[src/ltrs_consts.svh]
`ifndef LTRS_CONSTS_SVH
`define LTRS_CONSTS_SVH

// clock and tick
`define LTRS_CLK_HZ           250000000
`define LTRS_TICK_S           1
`define LTRS_TICK_CYCLES      (`LTRS_CLK_HZ * `LTRS_TICK_S)

// timer ranges and defaults, seconds
`define LTRS_BUSY_DEF_S       120
`define LTRS_ACK2_MIN_S       10
`define LTRS_ACK2_MAX_S       1800
`define LTRS_ACK2_DEF_S       120
`define LTRS_POLL_MIN_S       10
`define LTRS_POLL_MAX_S       60
`define LTRS_POLL_DEF_S       10
`define LTRS_ACK1_DEF_S       30
`define LTRS_PHY_DELAY_DEF_S  0

// retry limit
`define LTRS_RETRY_MAX        5
`define LTRS_RETRY_DEF        2

// minimum frame length, octets
`define LTRS_MIN_FRAME_OCTETS 9

`endif

[src/ltrs_pkg.sv]
package ltrs_pkg;

  typedef logic [11:0] ltrs_sec_t;

  typedef struct packed {
    ltrs_sec_t  ackTimeoutPeriod;
    ltrs_sec_t  phyDelay;
    ltrs_sec_t  busyTime;
    logic [2:0] connlessRetryLimit;
    logic       quietMode;
    ltrs_sec_t  ackTime;
    ltrs_sec_t  pollTime;
    ltrs_sec_t  rejTime;
  } ltrs_cfg_t;

  typedef struct packed {
    logic ack1;
    logic busy;
    logic ack2;
    logic poll;
    logic rej;
  } ltrs_ev_t;

  typedef enum logic [3:0] {
    LTRS_IDLE  = 4'h1,
    LTRS_WAIT  = 4'h2,
    LTRS_RETRY = 4'h4,
    LTRS_FAIL  = 4'h8
  } ltrs_cl_state_t;

endpackage : ltrs_pkg

[src/ltrs_supervisor.sv]
// Function
// - per-destination connectionless acknowledgement timeout runs while awaiting that station's ack.
// - connectionless timeout includes a configured physical sublayer delay allowance.
// - after busy command received, wait up to busy interval, default 120 s.
// - retransmit UI/TEST after timeout at most retry limit times, 0..5, default 2.
// - quiet mode suppresses timeout-driven retransmissions.
// - connectionless frame valid only if at least 9 octets long.
// - connection ack timer bounds wait for I-frame ack or U-command response.
// - connection ack timer is 10..1800 s in 1 s steps, default 120.
// - after poll-bit command sent, time wait for final-bit reply.
// - poll timer is 10..60 s in 1 s steps, default 10.
// - after REJ/SREJ sent, time wait for reply with reject timer.
// - reject timer never exceeds twice the connection ack timer.
// - timers other than the busy timer (started on busy command receipt) start only when the guarded frame finished transmission.
// - limits and timer values loaded at initialization and held afterwards.
`timescale 1ns/1ps
`include "ltrs_consts.svh"

module ltrs_supervisor #(
  parameter int unsigned TICK_CYCLES = `LTRS_TICK_CYCLES,
  parameter int unsigned NUM_DEST    = 4,
  parameter int unsigned DEST_W      = 2
) (
  // clock and reset
  input  wire logic                  sys_clk,
  input  wire logic                  srst,
  input  wire logic                  clkEn,
  // configuration, captured on init
  input  wire logic                  protoInit,
  input  wire ltrs_pkg::ltrs_cfg_t   cfgIn,
  // connectionless events
  input  wire logic                  clTxDone,
  input  wire logic [DEST_W-1:0]     clTxDest,
  input  wire logic                  clAckRx,
  input  wire logic [DEST_W-1:0]     clAckDest,
  input  wire logic                  busyCmdRx,
  input  wire logic                  busyClearRx,
  // frame length check
  input  wire logic                  frameEnd,
  input  wire logic [11:0]           frameOctets,
  // connection-oriented events
  input  wire logic                  ackTxDone,
  input  wire logic                  ackRx,
  input  wire logic                  pollTxDone,
  input  wire logic                  finalRx,
  input  wire logic                  rejTxDone,
  input  wire logic                  rejReplyRx,
  // outputs
  output ltrs_pkg::ltrs_cfg_t        cfgHeld,
  output logic                       cfgError,
  output logic [NUM_DEST-1:0]        clRetransmitReq,
  output logic [NUM_DEST-1:0]        clGiveUp,
  output logic [NUM_DEST-1:0]        clWaiting,
  output logic                       frameValid,
  output logic                       frameShort,
  output ltrs_pkg::ltrs_ev_t         expired,
  output ltrs_pkg::ltrs_ev_t         running
);
  import ltrs_pkg::*;

  localparam int unsigned PW = $clog2(TICK_CYCLES + 1);

  function automatic logic cfg_ok(input ltrs_cfg_t c);
    cfg_ok = (c.connlessRetryLimit <= 3'(`LTRS_RETRY_MAX))
           && (c.ackTime >= 12'(`LTRS_ACK2_MIN_S)) && (c.ackTime <= 12'(`LTRS_ACK2_MAX_S))
           && (c.pollTime >= 12'(`LTRS_POLL_MIN_S)) && (c.pollTime <= 12'(`LTRS_POLL_MAX_S))
           && ({1'b0, c.rejTime} <= {c.ackTime, 1'b0});
  endfunction : cfg_ok

  // one-second prescaler
  logic [PW-1:0] preCnt;
  logic          tick;
  always_ff @(posedge sys_clk) begin
    if (srst) begin
      preCnt <= '0;
      tick   <= 1'b0;
    end else if (clkEn) begin
      tick <= 1'b0;
      if (preCnt == PW'(TICK_CYCLES - 1)) begin
        preCnt <= '0;
        tick   <= 1'b1;
      end else begin
        preCnt <= preCnt + 1'b1;
      end
    end
  end

  // configuration capture; bad set is refused, old values kept
  ltrs_cfg_t cfgDef;
  always_comb begin
    cfgDef                    = '0;
    cfgDef.ackTimeoutPeriod   = 12'(`LTRS_ACK1_DEF_S);
    cfgDef.phyDelay           = 12'(`LTRS_PHY_DELAY_DEF_S);
    cfgDef.busyTime           = 12'(`LTRS_BUSY_DEF_S);
    cfgDef.connlessRetryLimit = 3'(`LTRS_RETRY_DEF);
    cfgDef.ackTime            = 12'(`LTRS_ACK2_DEF_S);
    cfgDef.pollTime           = 12'(`LTRS_POLL_DEF_S);
    cfgDef.rejTime            = 12'(`LTRS_ACK2_DEF_S);
  end

  always_ff @(posedge sys_clk) begin
    if (srst) begin
      cfgHeld  <= cfgDef;
      cfgError <= 1'b0;
    end else if (clkEn && protoInit) begin
      if (cfg_ok(cfgIn)) begin
        cfgHeld  <= cfgIn;
        cfgError <= 1'b0;
      end else begin
        cfgError <= 1'b1;
      end
    end
  end

  // minimum frame length check
  always_ff @(posedge sys_clk) begin
    if (srst) begin
      frameValid <= 1'b0;
      frameShort <= 1'b0;
    end else if (clkEn) begin
      frameValid <= frameEnd && (frameOctets >= 12'(`LTRS_MIN_FRAME_OCTETS));
      frameShort <= frameEnd && (frameOctets < 12'(`LTRS_MIN_FRAME_OCTETS));
    end
  end

  // per-destination connectionless supervision
  genvar d;
  generate
    for (d = 0; d < NUM_DEST; d++) begin : gDest
      ltrs_cl_state_t state;
      ltrs_sec_t      cnt;
      logic [2:0]     tries;
      logic           txHit;
      logic           ackHit;
      assign txHit  = clTxDone && (clTxDest == DEST_W'(d));
      assign ackHit = clAckRx && (clAckDest == DEST_W'(d));

      always_ff @(posedge sys_clk) begin
        if (srst) begin
          state                 <= LTRS_IDLE;
          cnt                   <= '0;
          tries                 <= '0;
          clRetransmitReq[d]    <= 1'b0;
          clGiveUp[d]           <= 1'b0;
          clWaiting[d]          <= 1'b0;
        end else if (clkEn) begin
          clRetransmitReq[d] <= 1'b0;
          clGiveUp[d]        <= 1'b0;
          case (state)
            LTRS_IDLE: begin
              if (txHit) begin
                state        <= LTRS_WAIT;
                tries        <= '0;
                cnt          <= cfgHeld.ackTimeoutPeriod + cfgHeld.phyDelay;
                clWaiting[d] <= 1'b1;
              end
            end
            LTRS_WAIT: begin
              if (ackHit) begin
                state        <= LTRS_IDLE;
                clWaiting[d] <= 1'b0;
              end else if (tick) begin
                // expire on the tick after zero, so never short of the setting
                if (cnt == '0) begin
                  if (!cfgHeld.quietMode && tries < cfgHeld.connlessRetryLimit) begin
                    state              <= LTRS_RETRY;
                    tries              <= tries + 1'b1;
                    clRetransmitReq[d] <= 1'b1;
                  end else begin
                    state <= LTRS_FAIL;
                  end
                end else begin
                  cnt <= cnt - 1'b1;
                end
              end
            end
            LTRS_RETRY: begin
              if (ackHit) begin
                state        <= LTRS_IDLE;
                clWaiting[d] <= 1'b0;
              end else if (txHit) begin
                state <= LTRS_WAIT;
                cnt   <= cfgHeld.ackTimeoutPeriod + cfgHeld.phyDelay;
              end
            end
            LTRS_FAIL: begin
              state        <= LTRS_IDLE;
              clGiveUp[d]  <= 1'b1;
              clWaiting[d] <= 1'b0;
            end
            default: begin
              state <= LTRS_IDLE;
            end
          endcase
        end
      end
    end
  endgenerate

  // single-shot second timers: ack1 slot unused (per-destination above)
  ltrs_sec_t tLoad [5];
  logic      tStart [5];
  logic      tStop [5];
  ltrs_sec_t tCnt [5];

  always_comb begin
    tLoad[0]  = '0;
    tStart[0] = 1'b0;
    tStop[0]  = 1'b0;
    tLoad[1]  = cfgHeld.busyTime;
    tStart[1] = busyCmdRx;
    tStop[1]  = busyClearRx;
    tLoad[2]  = cfgHeld.ackTime;
    tStart[2] = ackTxDone;
    tStop[2]  = ackRx;
    tLoad[3]  = cfgHeld.pollTime;
    tStart[3] = pollTxDone;
    tStop[3]  = finalRx;
    tLoad[4]  = cfgHeld.rejTime;
    tStart[4] = rejTxDone;
    tStop[4]  = rejReplyRx;
  end

  genvar t;
  generate
    for (t = 1; t < 5; t++) begin : gTmr
      always_ff @(posedge sys_clk) begin
        if (srst) begin
          tCnt[t]        <= '0;
          running[4-t]   <= 1'b0;
          expired[4-t]   <= 1'b0;
        end else if (clkEn) begin
          expired[4-t] <= 1'b0;
          if (tStart[t]) begin
            tCnt[t]      <= tLoad[t];
            running[4-t] <= 1'b1;
          end else if (tStop[t]) begin
            running[4-t] <= 1'b0;
          end else if (running[4-t] && tick) begin
            if (tCnt[t] == '0) begin
              running[4-t] <= 1'b0;
              expired[4-t] <= 1'b1;
            end else begin
              tCnt[t] <= tCnt[t] - 1'b1;
            end
          end
        end
      end
    end
  endgenerate

  // ack1 bit reports any connectionless destination waiting, retransmitting or giving up
  always_ff @(posedge sys_clk) begin
    if (srst) begin
      running.ack1 <= 1'b0;
      expired.ack1 <= 1'b0;
    end else if (clkEn) begin
      running.ack1 <= |clWaiting;
      expired.ack1 <= |(clRetransmitReq | clGiveUp);
    end
  end

endmodule : ltrs_supervisor

[config.mk]
export PLATFORM = sky130hd
export DESIGN_NAME = ltrs_supervisor
export DESIGN_NICKNAME = d
export VERILOG_FILES = /design/src/ltrs_pkg.sv /design/src/ltrs_supervisor.sv
export VERILOG_INCLUDE_DIRS = /design/src /design/src/src
export SDC_FILE = /design/constraint.sdc
export NUM_CORES = 1
export LEC_CHECK = 0
export BUFFER_PORTS_ARGS = -buffer_cell sky130_fd_sc_hd__buf_4
export CORE_MARGIN = 2
export CORE_UTILIZATION = 58
export DETAILED_ROUTE_END_ITERATION = 12
export PLACE_DENSITY = 0.89
export SYNTH_ARGS = -nofsm -noshare
export SYNTH_HDL_FRONTEND = slang
export SYNTH_SLANG_ARGS = --single-unit
[constraint.sdc]
create_clock -name sys_clk -period 3.19 [get_ports sys_clk]
set_clock_uncertainty 0.15 [all_clocks]
set_input_delay 0 -clock sys_clk [delete_from_list [all_inputs] [get_ports sys_clk]]
set_output_delay 0 -clock sys_clk [all_outputs]
set_load 0.03 [all_outputs]
Word-level counts from Yosys, hierarchy flattened
Memories as Yosys holds them, arrays and structs flattened.
Cells that the tools add are included.
{"block": "word_totals", "register_bits": 206, "ramBits": 60, "in_bits": 107, "elab_cells": 429, "mem_count": 1}
{"memory": "tCnt", "depth": 5, "word_bits": 12, "rd": 4, "rd_clocked_by_memory_dff": 0, "write_ports": 4, "line": "ltrs_supervisor.sv:204", "source": "ltrs_sec_t tCnt [5];"}
{"block": "op_classes", "addsub": 14, "order_cmp": 12, "eq_ne": 63, "n_mux": 201, "bitwise": 9, "reduce_logical": 82}
{"op": "$mux 12", "n": 28}
{"op": "$pmux 12 s3", "n": 4}
{"op": "$mux 1", "n": 112}
{"op": "$logic_not 12->1", "n": 8}
{"op": "$mux 4", "n": 24}
{"op": "$sub 12x1->12 const B", "n": 8}
{"op": "$mux 3", "n": 20}
{"op": "$ne 2x2->1 const B", "n": 28}
{"op": "$pmux 4 s3", "n": 4}
{"op": "$reduce_bool 3->1", "n": 16}
{"op": "$ge 12x4->1 const B", "n": 3}
{"op": "$add 28x1->28 const B", "n": 1}
{"op": "$eq 28x28->1 const B", "n": 1}
{"op": "$mux 28", "n": 1}
{"op": "$reduce_and 7->1", "n": 4}
{"op": "$logic_and 1x1->1", "n": 24}
{"op": "$ne 3x3->1 const B", "n": 8}
{"op": "$pmux 3 s2", "n": 4}
{"op": "$reduce_and 3->1", "n": 8}
{"op": "$reduce_and 6->1", "n": 4}
{"op": "$eq 4x1->1 const B", "n": 4}
{"op": "$eq 4x2->1 const B", "n": 4}
{"op": "$eq 4x3->1 const B", "n": 4}
{"op": "$eq 4x4->1 const B", "n": 4}
{"op": "other kinds (21)", "n": 55}

Depth between registers and ports, before layout
Gate-level depths: netlist (run 1).
An unclocked memory read counts as a cell.
{"block": "depth", "word_depth": 10, "mapped_depth": 10, "mapped_depth_nobuf": 8}

Least setup slack after synthesis (run 1)
Ideal clock, no wire load.
{"block": "synth_timing", "kind": "register to register", "from": "memory tCnt[0][54] in the netlist's numbering", "to": "memory tCnt[0][48] in the netlist's numbering (enable)", "setup_time_ps": 373, "t_arrival_ps": 2096, "required_time_ps": 2667, "setup_slack_ps": 572, "path_stages_with_launch": 7, "n_path_buf": 1, "synth_period_minus_slack_ps": 2618, "path_cell_list": "edfxtp_1 or4_1 nor4_1 nand4b_1 nand3_1 clkbuf_1 nand3_1"}
{"element": "start: declaration", "line": "ltrs_supervisor.sv:204"}

==> results of run 1 <==
path summary, 6_finish.rpt:
| kind | to | slack (ns) | cells past startpoint |
|---|---|---|---|
| worst max-delay path | running[3]$_SDFFE_PP0P_ | 0.16 | 7 |
| worst min-delay path | cfgHeld[7]$_SDFFE_PP0P_ | 0.09 | 6 |
| worst max register to register | running[3]$_SDFFE_PP0P_ | 0.16 | 7 |
| worst min register to register | gDest[1].cnt[3]$_SDFFE_PP0P_ | 0.32 | 2 |
worst min-delay path: cells and delay by family:
| family | cells | cell delay, ns |
|---|---|---|
| buffers and inverters | 2 | 0.33 |
| and+or+nand+nor | 2 | 0.17 |
| muxes | 1 | 0.16 |
| AOI/OAI and AO/OA | 1 | 0.06 |
repair_timing:
item | in CTS | in global routing
buffers inserted | 0 | 0
hold endpoints to repair | 155 | 0
gates resized for setup | 0 | 2
hold buffers | 111 | 0
endpoints found under the setup margin | 0 | 3
where the power goes:
group / switching (mW) / internal [mW]
registers: 0.0671 / 3.33
clock network: 1.39 / 1.94
logic: 0.441 / 0.355
metal layers:
| metal | part of all wire (%) | vias to the layer above | track usage, % | routed length [um] |
|---|---|---|---|---|
| met4 | 5.4 | 0 | 17.1 | 2480 |
| met3 | 8.3 | 208 | 5.17 | 3780 |
| met2 | 49 | 848 | 59.8 | 22300 |
| met5 | 0 | - | 0 | 0 |
| li1 | - | 6646 | - | - |
| met1 | 37 | 6780 | 41.2 | 17000 |
cells by family (layout without fill, tap and decap cells):
logic type,count (synthesis),count (layout),synth area share (%)
other,0,2,0
buffers and inverters,139,437,3.95
XOR/XNOR,79,79,4.91
multiplexers,76,76,5.40
adder cells (fa/ha/maj),48,48,4.32
AO/OA/AOI/OAI,369,369,16.3
AND/OR/NAND/NOR,735,735,25.6
flip-flops,254,254,39.5
state kept, by name, indices dropped and copies added, names as in the netlist:
name             flops
gDest.cnt           48
cfgHeld             76
running              5
tCnt                48
frameShort           1
gDest.state         16
frameValid           1
gDest.tries         12
tick                 1
expired              5
clRetransmitReq      4
clWaiting            4
cfgError             1
preCnt              28
clGiveUp             4
layout by cell type (no fill, tap or decap), types with 9 or more instances in the layout:
cell type | netlist | final
or4_1 | 12 | 12
nand4_1 | 18 | 18
o31ai_1 | 13 | 13
or2_2 | 10 | 10
dfxtp_1 | 206 | 206
xor2_1 | 30 | 30
edfxtp_1 | 48 | 48
and2_1 | 10 | 10
clkinv_2 | 0 | 10
nand2b_1 | 17 | 17
buf_4 | 2 | 230
ha_1 | 47 | 47
nor3_1 | 46 | 46
nor2_1 | 198 | 197
o22ai_1 | 10 | 10
a31oi_1 | 12 | 12
a21oi_1 | 108 | 108
nor4_1 | 37 | 37
nand2_1 | 249 | 249
xnor2_1 | 49 | 49
dlygate4sd3_1 | 0 | 111
nand3b_1 | 10 | 10
inv_1 | 43 | 43
or3_1 | 18 | 18
clkbuf_16 | 0 | 31
nor3b_1 | 20 | 20
and3_1 | 9 | 9
nand3_1 | 39 | 39
mux2i_1 | 76 | 76
a21o_1 | 11 | 11
o21ai_0 | 122 | 122
a211oi_1 | 14 | 14
layout make-up:
| type | instances | area (um2) | share of cell area, % |
|---|---|---|---|
| antenna | 2 | 5.00 | 0.0279 |
| clock buffer | 34 | 796 | 4.44 |
| multi-input combinational | 1307 | 7970 | 44.4 |
| timing repair buffer | 343 | 2870 | 16.0 |
| inverter | 44 | 168 | 0.935 |
| sequential | 254 | 5570 | 31.0 |
| clock inverter | 16 | 149 | 0.830 |
| tap | 324 | 405 | 2.26 |
through the flow:
step,util (%),instance area (um2),instances
floorplan,-,14100,1700
global placement,65.8,15900,2160
detailed placement,65.8,15900,2160
CTS,74.3,17900,2321
global route,74.4,17900,2324
finish,74.4,17900,2324
==> results.md, run 1 <==
* Row Count at 57
* Largest net degree at the start of global routing at 82
* First-pass DRT Iterations at 8
* RSZ-0062 raised after global routing: false
* CP peak stage delay at 0.61 ns
* Share of post-route cells with drive strength above 1 at 15.9%
* Top post-synthesis cells by count: nand2_1 (249), dfxtp_1 (206), nor2_1 (198), o21ai_0 (122), a21oi_1 (108)
* Leakage at 6.93 nW
* Placer Congestion at 0.915
* Routed vias at 14482
* Max Clock Freq at 330 MHz
* Drt initial violations at 1627
* Clk buf depth at 3
* Number of global-route vias before repair at 13897
* Synth Warn # at 0
* Yosys top cell area share at 29.3%
* Post-Syn Area at 14100 um2
* Worst setup SP type: flip-flop
* CORE AREA at 24100 um2
* Setup_tns at 0 ns
* Die Y at 160 um
* Final hold slack at 0.0863 ns
* Tot Pwr at 7.52 mW
* Pre-CTS setup slack at 0.456 ns
* Max_slew headroom at 33.3%
* Primary FF master, synth: dfxtp_1
* First-pass GRT wire length at 72.2 mm
* Synth async-reset ratio at 0%
* Synth unique cells at 75
* Cts bufs inserted at 27
* Critical path class: reg2reg
* Cell Pwr Density at 420 nW/um2
* Max cap viols at 0
* DR vias/cell at 6.23
* Synth area leaders: dfxtp_1 (29%), edfxtp_1 (10%), nand2_1 (6.6%)
* CP max FO at 3
* Fin. Hold Viols at 0
* Slew @ Worst Pin at 0.975 ns
* Worst Slack Setup Final at 0.155 ns
* Die area at 25500 um2
* Grt total ovfl at 0
* Final WL at 45.6 mm
* Buf+Inv Stages, Crit Path at 1
* CTS root buf: clkbuf_16
* Worst setup path start: tCnt[0][18]$_DFFE_PP_
* Area growth syn-to-layout at 27.4%
* Worst VDD drop at 0.303 mV
* CP Data Required Time at 3.48 ns
* Nets@finish at 2132
* Min-delay worst type: in2reg
* Fillers at 1585
* Top Ports at 208
* Slowest stage cell, crit path: or4_1
* Antenna Nets Post-Route at 0
* Syn avg cell area at 8.28 um2
* CTS tree: yes
* Synth Net Count at 1855
* Seq/Total Area, Yosys at 39.5%
* Final period util at 95.1%
* Max-slew violation count at 0
* Largest area contributor in the netlist: dfxtp_1
* CTS sink cnt at 254
* PortBufs at 207
* # setup viols final at 0
* Count leader, synth: nand2_1
* CTS H-Tree Depth at 1
* Worst Path Arrival at 3.33 ns
* Skew-Pair Late Insertion Delay at 0.56 ns
* Clk slew on worst S/H paths at 0.07 ns
* Initial Util at 58.4%
* FF+latch count, synth at 254
* Detailed Place HPWL at 27.8 mm
* Fin crit period at 3.03 ns
* Worst-path cell chain: or4_1 > nor4_1 > nand4b_1 > nor2_1 > a21oi_1 > o21a_1 > dlygate4sd3_1
* Drt drc at 0
* Status: finished, final reports clean
* GRT Resource Usage Total at 34.3%
* CP endpoint kind: flip-flop
* Number of synthesized flops with an enable pin at 48
* Die Width at 160 um
* Mean routed wirelength per cell at 19.6 um
* CP delay by family, top: simple AND/OR/NAND/NOR gates
* Hold_sp: cfgIn[23]
* Reg2Reg Launch Point: tCnt[0][18]$_DFFE_PP_
* Initial antenna violation count at 2
* Cell count after synthesis at 1700
Power figures use the tool's default switching activity.
==> run 2: changes to the inputs <==
--- a/config.mk
+++ b/config.mk
@@ -10,6 +10,7 @@
 export CORE_MARGIN = 2
 export CORE_UTILIZATION = 58
 export DETAILED_ROUTE_END_ITERATION = 12
+export MAX_ROUTING_LAYER = met4
 export PLACE_DENSITY = 0.89
 export SYNTH_ARGS = -nofsm -noshare
 export SYNTH_HDL_FRONTEND = slang
==> results.md, run 2 (synthesized netlist as in run 1, its figures left out) <==
* Status: finished, final reports clean
* Placer Congestion at 0.946
* GRT Resource Usage Total at 34.7%
* CTS root buf: clkbuf_16
* Leakage at 6.89 nW
* Worst Path Arrival at 3.32 ns
* CORE AREA at 24100 um2
* Mean routed wirelength per cell at 19.2 um
* Initial antenna violation count at 1
* Post-Place Cells at 2163
* Tot Pwr at 7.46 mW
* Clk buf depth at 3
* Initial Util at 58.4%
* End-of-flow core utilization at 74.3%
* CTS tree: yes
* Area growth syn-to-layout at 27.2%
* CTS H-Tree Depth at 1
* Worst-path cell chain: dlygate4sd3_1 > buf_4 > inv_1 > ha_1 > a21o_1 > a211oi_1 > or3_1 > o21ai_0 > a211oi_4 > buf_4 > mux2i_1 > dlygate4sd3_1
* Number of global-route vias before repair at 14336
* Buf+Inv Stages, Crit Path at 5
* Critical path class: in2reg
* Leading cell type in the layout, fill and taps excluded: nand2_1
* First-pass DRT Iterations at 5
* Max-slew violation count at 0
* Detailed Place HPWL at 28.3 mm
* Fin. Hold Viols at 0
* Max cap viols at 0
* Clk slew on worst S/H paths at 0.06 ns
* Placement Cell Area at 15900 um2
* CP Data Required Time at 3.52 ns
* Slowest stage cell, crit path: dlygate4sd3_1
* Die Width at 160 um
* Slew @ Worst Pin at 0.955 ns
* Routed vias at 14569
* Antenna Nets Post-Route at 0
* Final WL at 44.5 mm
* Reg with most FFs: cfgHeld
* Post-CTS Hold Fix Bufs at 112
* Met2 WL at 21.3 mm
* CP max FO at 23
* Share of post-route cells with drive strength above 1 at 15.6%
* Min-delay worst type: in2reg
* Final period util at 93.9%
* Design area at 17900 um2
* Fillers at 1566
* Cell Pwr Density at 417 nW/um2
* Max Clock Freq at 334 MHz
* CTS sink cnt at 254
* CP endpoint kind: flip-flop
* First-pass GRT wire length at 71.5 mm
* Fin crit period at 2.99 ns
* Worst VDD drop at 0.377 mV
* Worst setup SP type: input port
* Cts bufs inserted at 27
* PortBufs at 207
* Largest net degree at the start of global routing at 84
* Most frequent cells in the layout: nand2_1 (249), buf_4 (233), dfxtp_1 (206)
* Largest regs: cfgHeld x76, gDest.cnt x48, tCnt x48
* Fin cells at 2324
* CP peak stage delay at 0.56 ns
* Setup_tns at 0 ns
* Grt total ovfl at 0
* Post-CTS setup repair buffer count at 0
* Nets@finish at 2135
* Met3 wire len at 3.73 mm
* Top Ports at 208
* Die area at 25500 um2
* Drt drc at 0
* Max FFs per register at 76
* CTS resizes at 0
* Drt initial violations at 1645
* RSZ-0062 raised after global routing: false
* Skew-Pair Late Insertion Delay at 0.54 ns
* Top Layer Used: met4
* Row Count at 57
* Die Y at 160 um
* # setup viols final at 0
* WL met1 at 17.0 mm
* CP delay by family, top: buffers and inverters
* Max_slew headroom at 35.9%
* DR vias/cell at 6.27
## run 2: cell count changes in the layout (fill, tap and decap cells not counted), moves of 2 or more
| cell | delta |
|---|---|
| clkinv_2 | -6 |
| clkbuf_1 | +4 |
| clkbuf_16 | -4 |
| buf_4 | +3 |
| clkinvlp_4 | +3 |
| inv_4 | -3 |
| bufinv_16 | +2 |
| clkinv_1 | +2 |
## run 2: layer usage
layer / vias to the layer above / track usage [%]
met4: 0 / 18.3
met1: 6893 / 40.7
met2: 809 / 57.8
met3: 220 / 5.40
li1: 6647 / -
met5: - / -
## run 2: worst min-delay path, stage by stage
cell      delay, ns
buf_4          0.08
nor4_1         0.04
nand3_1        0.12
a211oi_4       0.06
buf_12         0.22
mux2i_1        0.15
## run 2: worst paths after layout
path,from,endpoint,slack [ns],cells after the start
max reg2reg,tCnt[0][43]$_DFFE_PP_,running[1]$_SDFFE_PP0P_,0.27,7
min reg2reg,gDest[1].cnt[3]$_SDFFE_PP0P_,gDest[1].cnt[3]$_SDFFE_PP0P_,0.33,2
max,cfgIn[32],cfgHeld[5]$_SDFFE_PP1P_,0.20,12
min,cfgIn[18],cfgHeld[12]$_SDFFE_PP0P_,0.03,6
## run 2: report_power, final
| part | total, mW | internal, mW | switching (mW) |
|---|---|---|---|
| logic | 0.800 | 0.358 | 0.442 |
| registers | 3.40 | 3.33 | 0.0638 |
| clock network | 3.26 | 1.94 | 1.32 |
| total | 7.46 | 5.63 | 1.83 |
## run 2: area by class of cell
class	count	area (um2)	share of cell area [%]
diodes	1	2.50	0.0140
clock buffers	35	736	4.11
clock inverters	13	170	0.950
inverters	44	168	0.936
multi-input cells	1307	7970	44.5
flip-flops and latches	254	5570	31.1
well taps	324	405	2.26
repair buffers	346	2890	16.1
## run 2: through the flow
stage	hold slack (ns)	setup WS, ns
2_1_floorplan	-0.0262	0.572
6_report	0.0319	0.196
5_1_grt	0.0486	0.0397
3_3_place_gp	0.0868	0.575
4_1_cts	0.0244	0.287
3_5_place_dp	0.0920	0.463
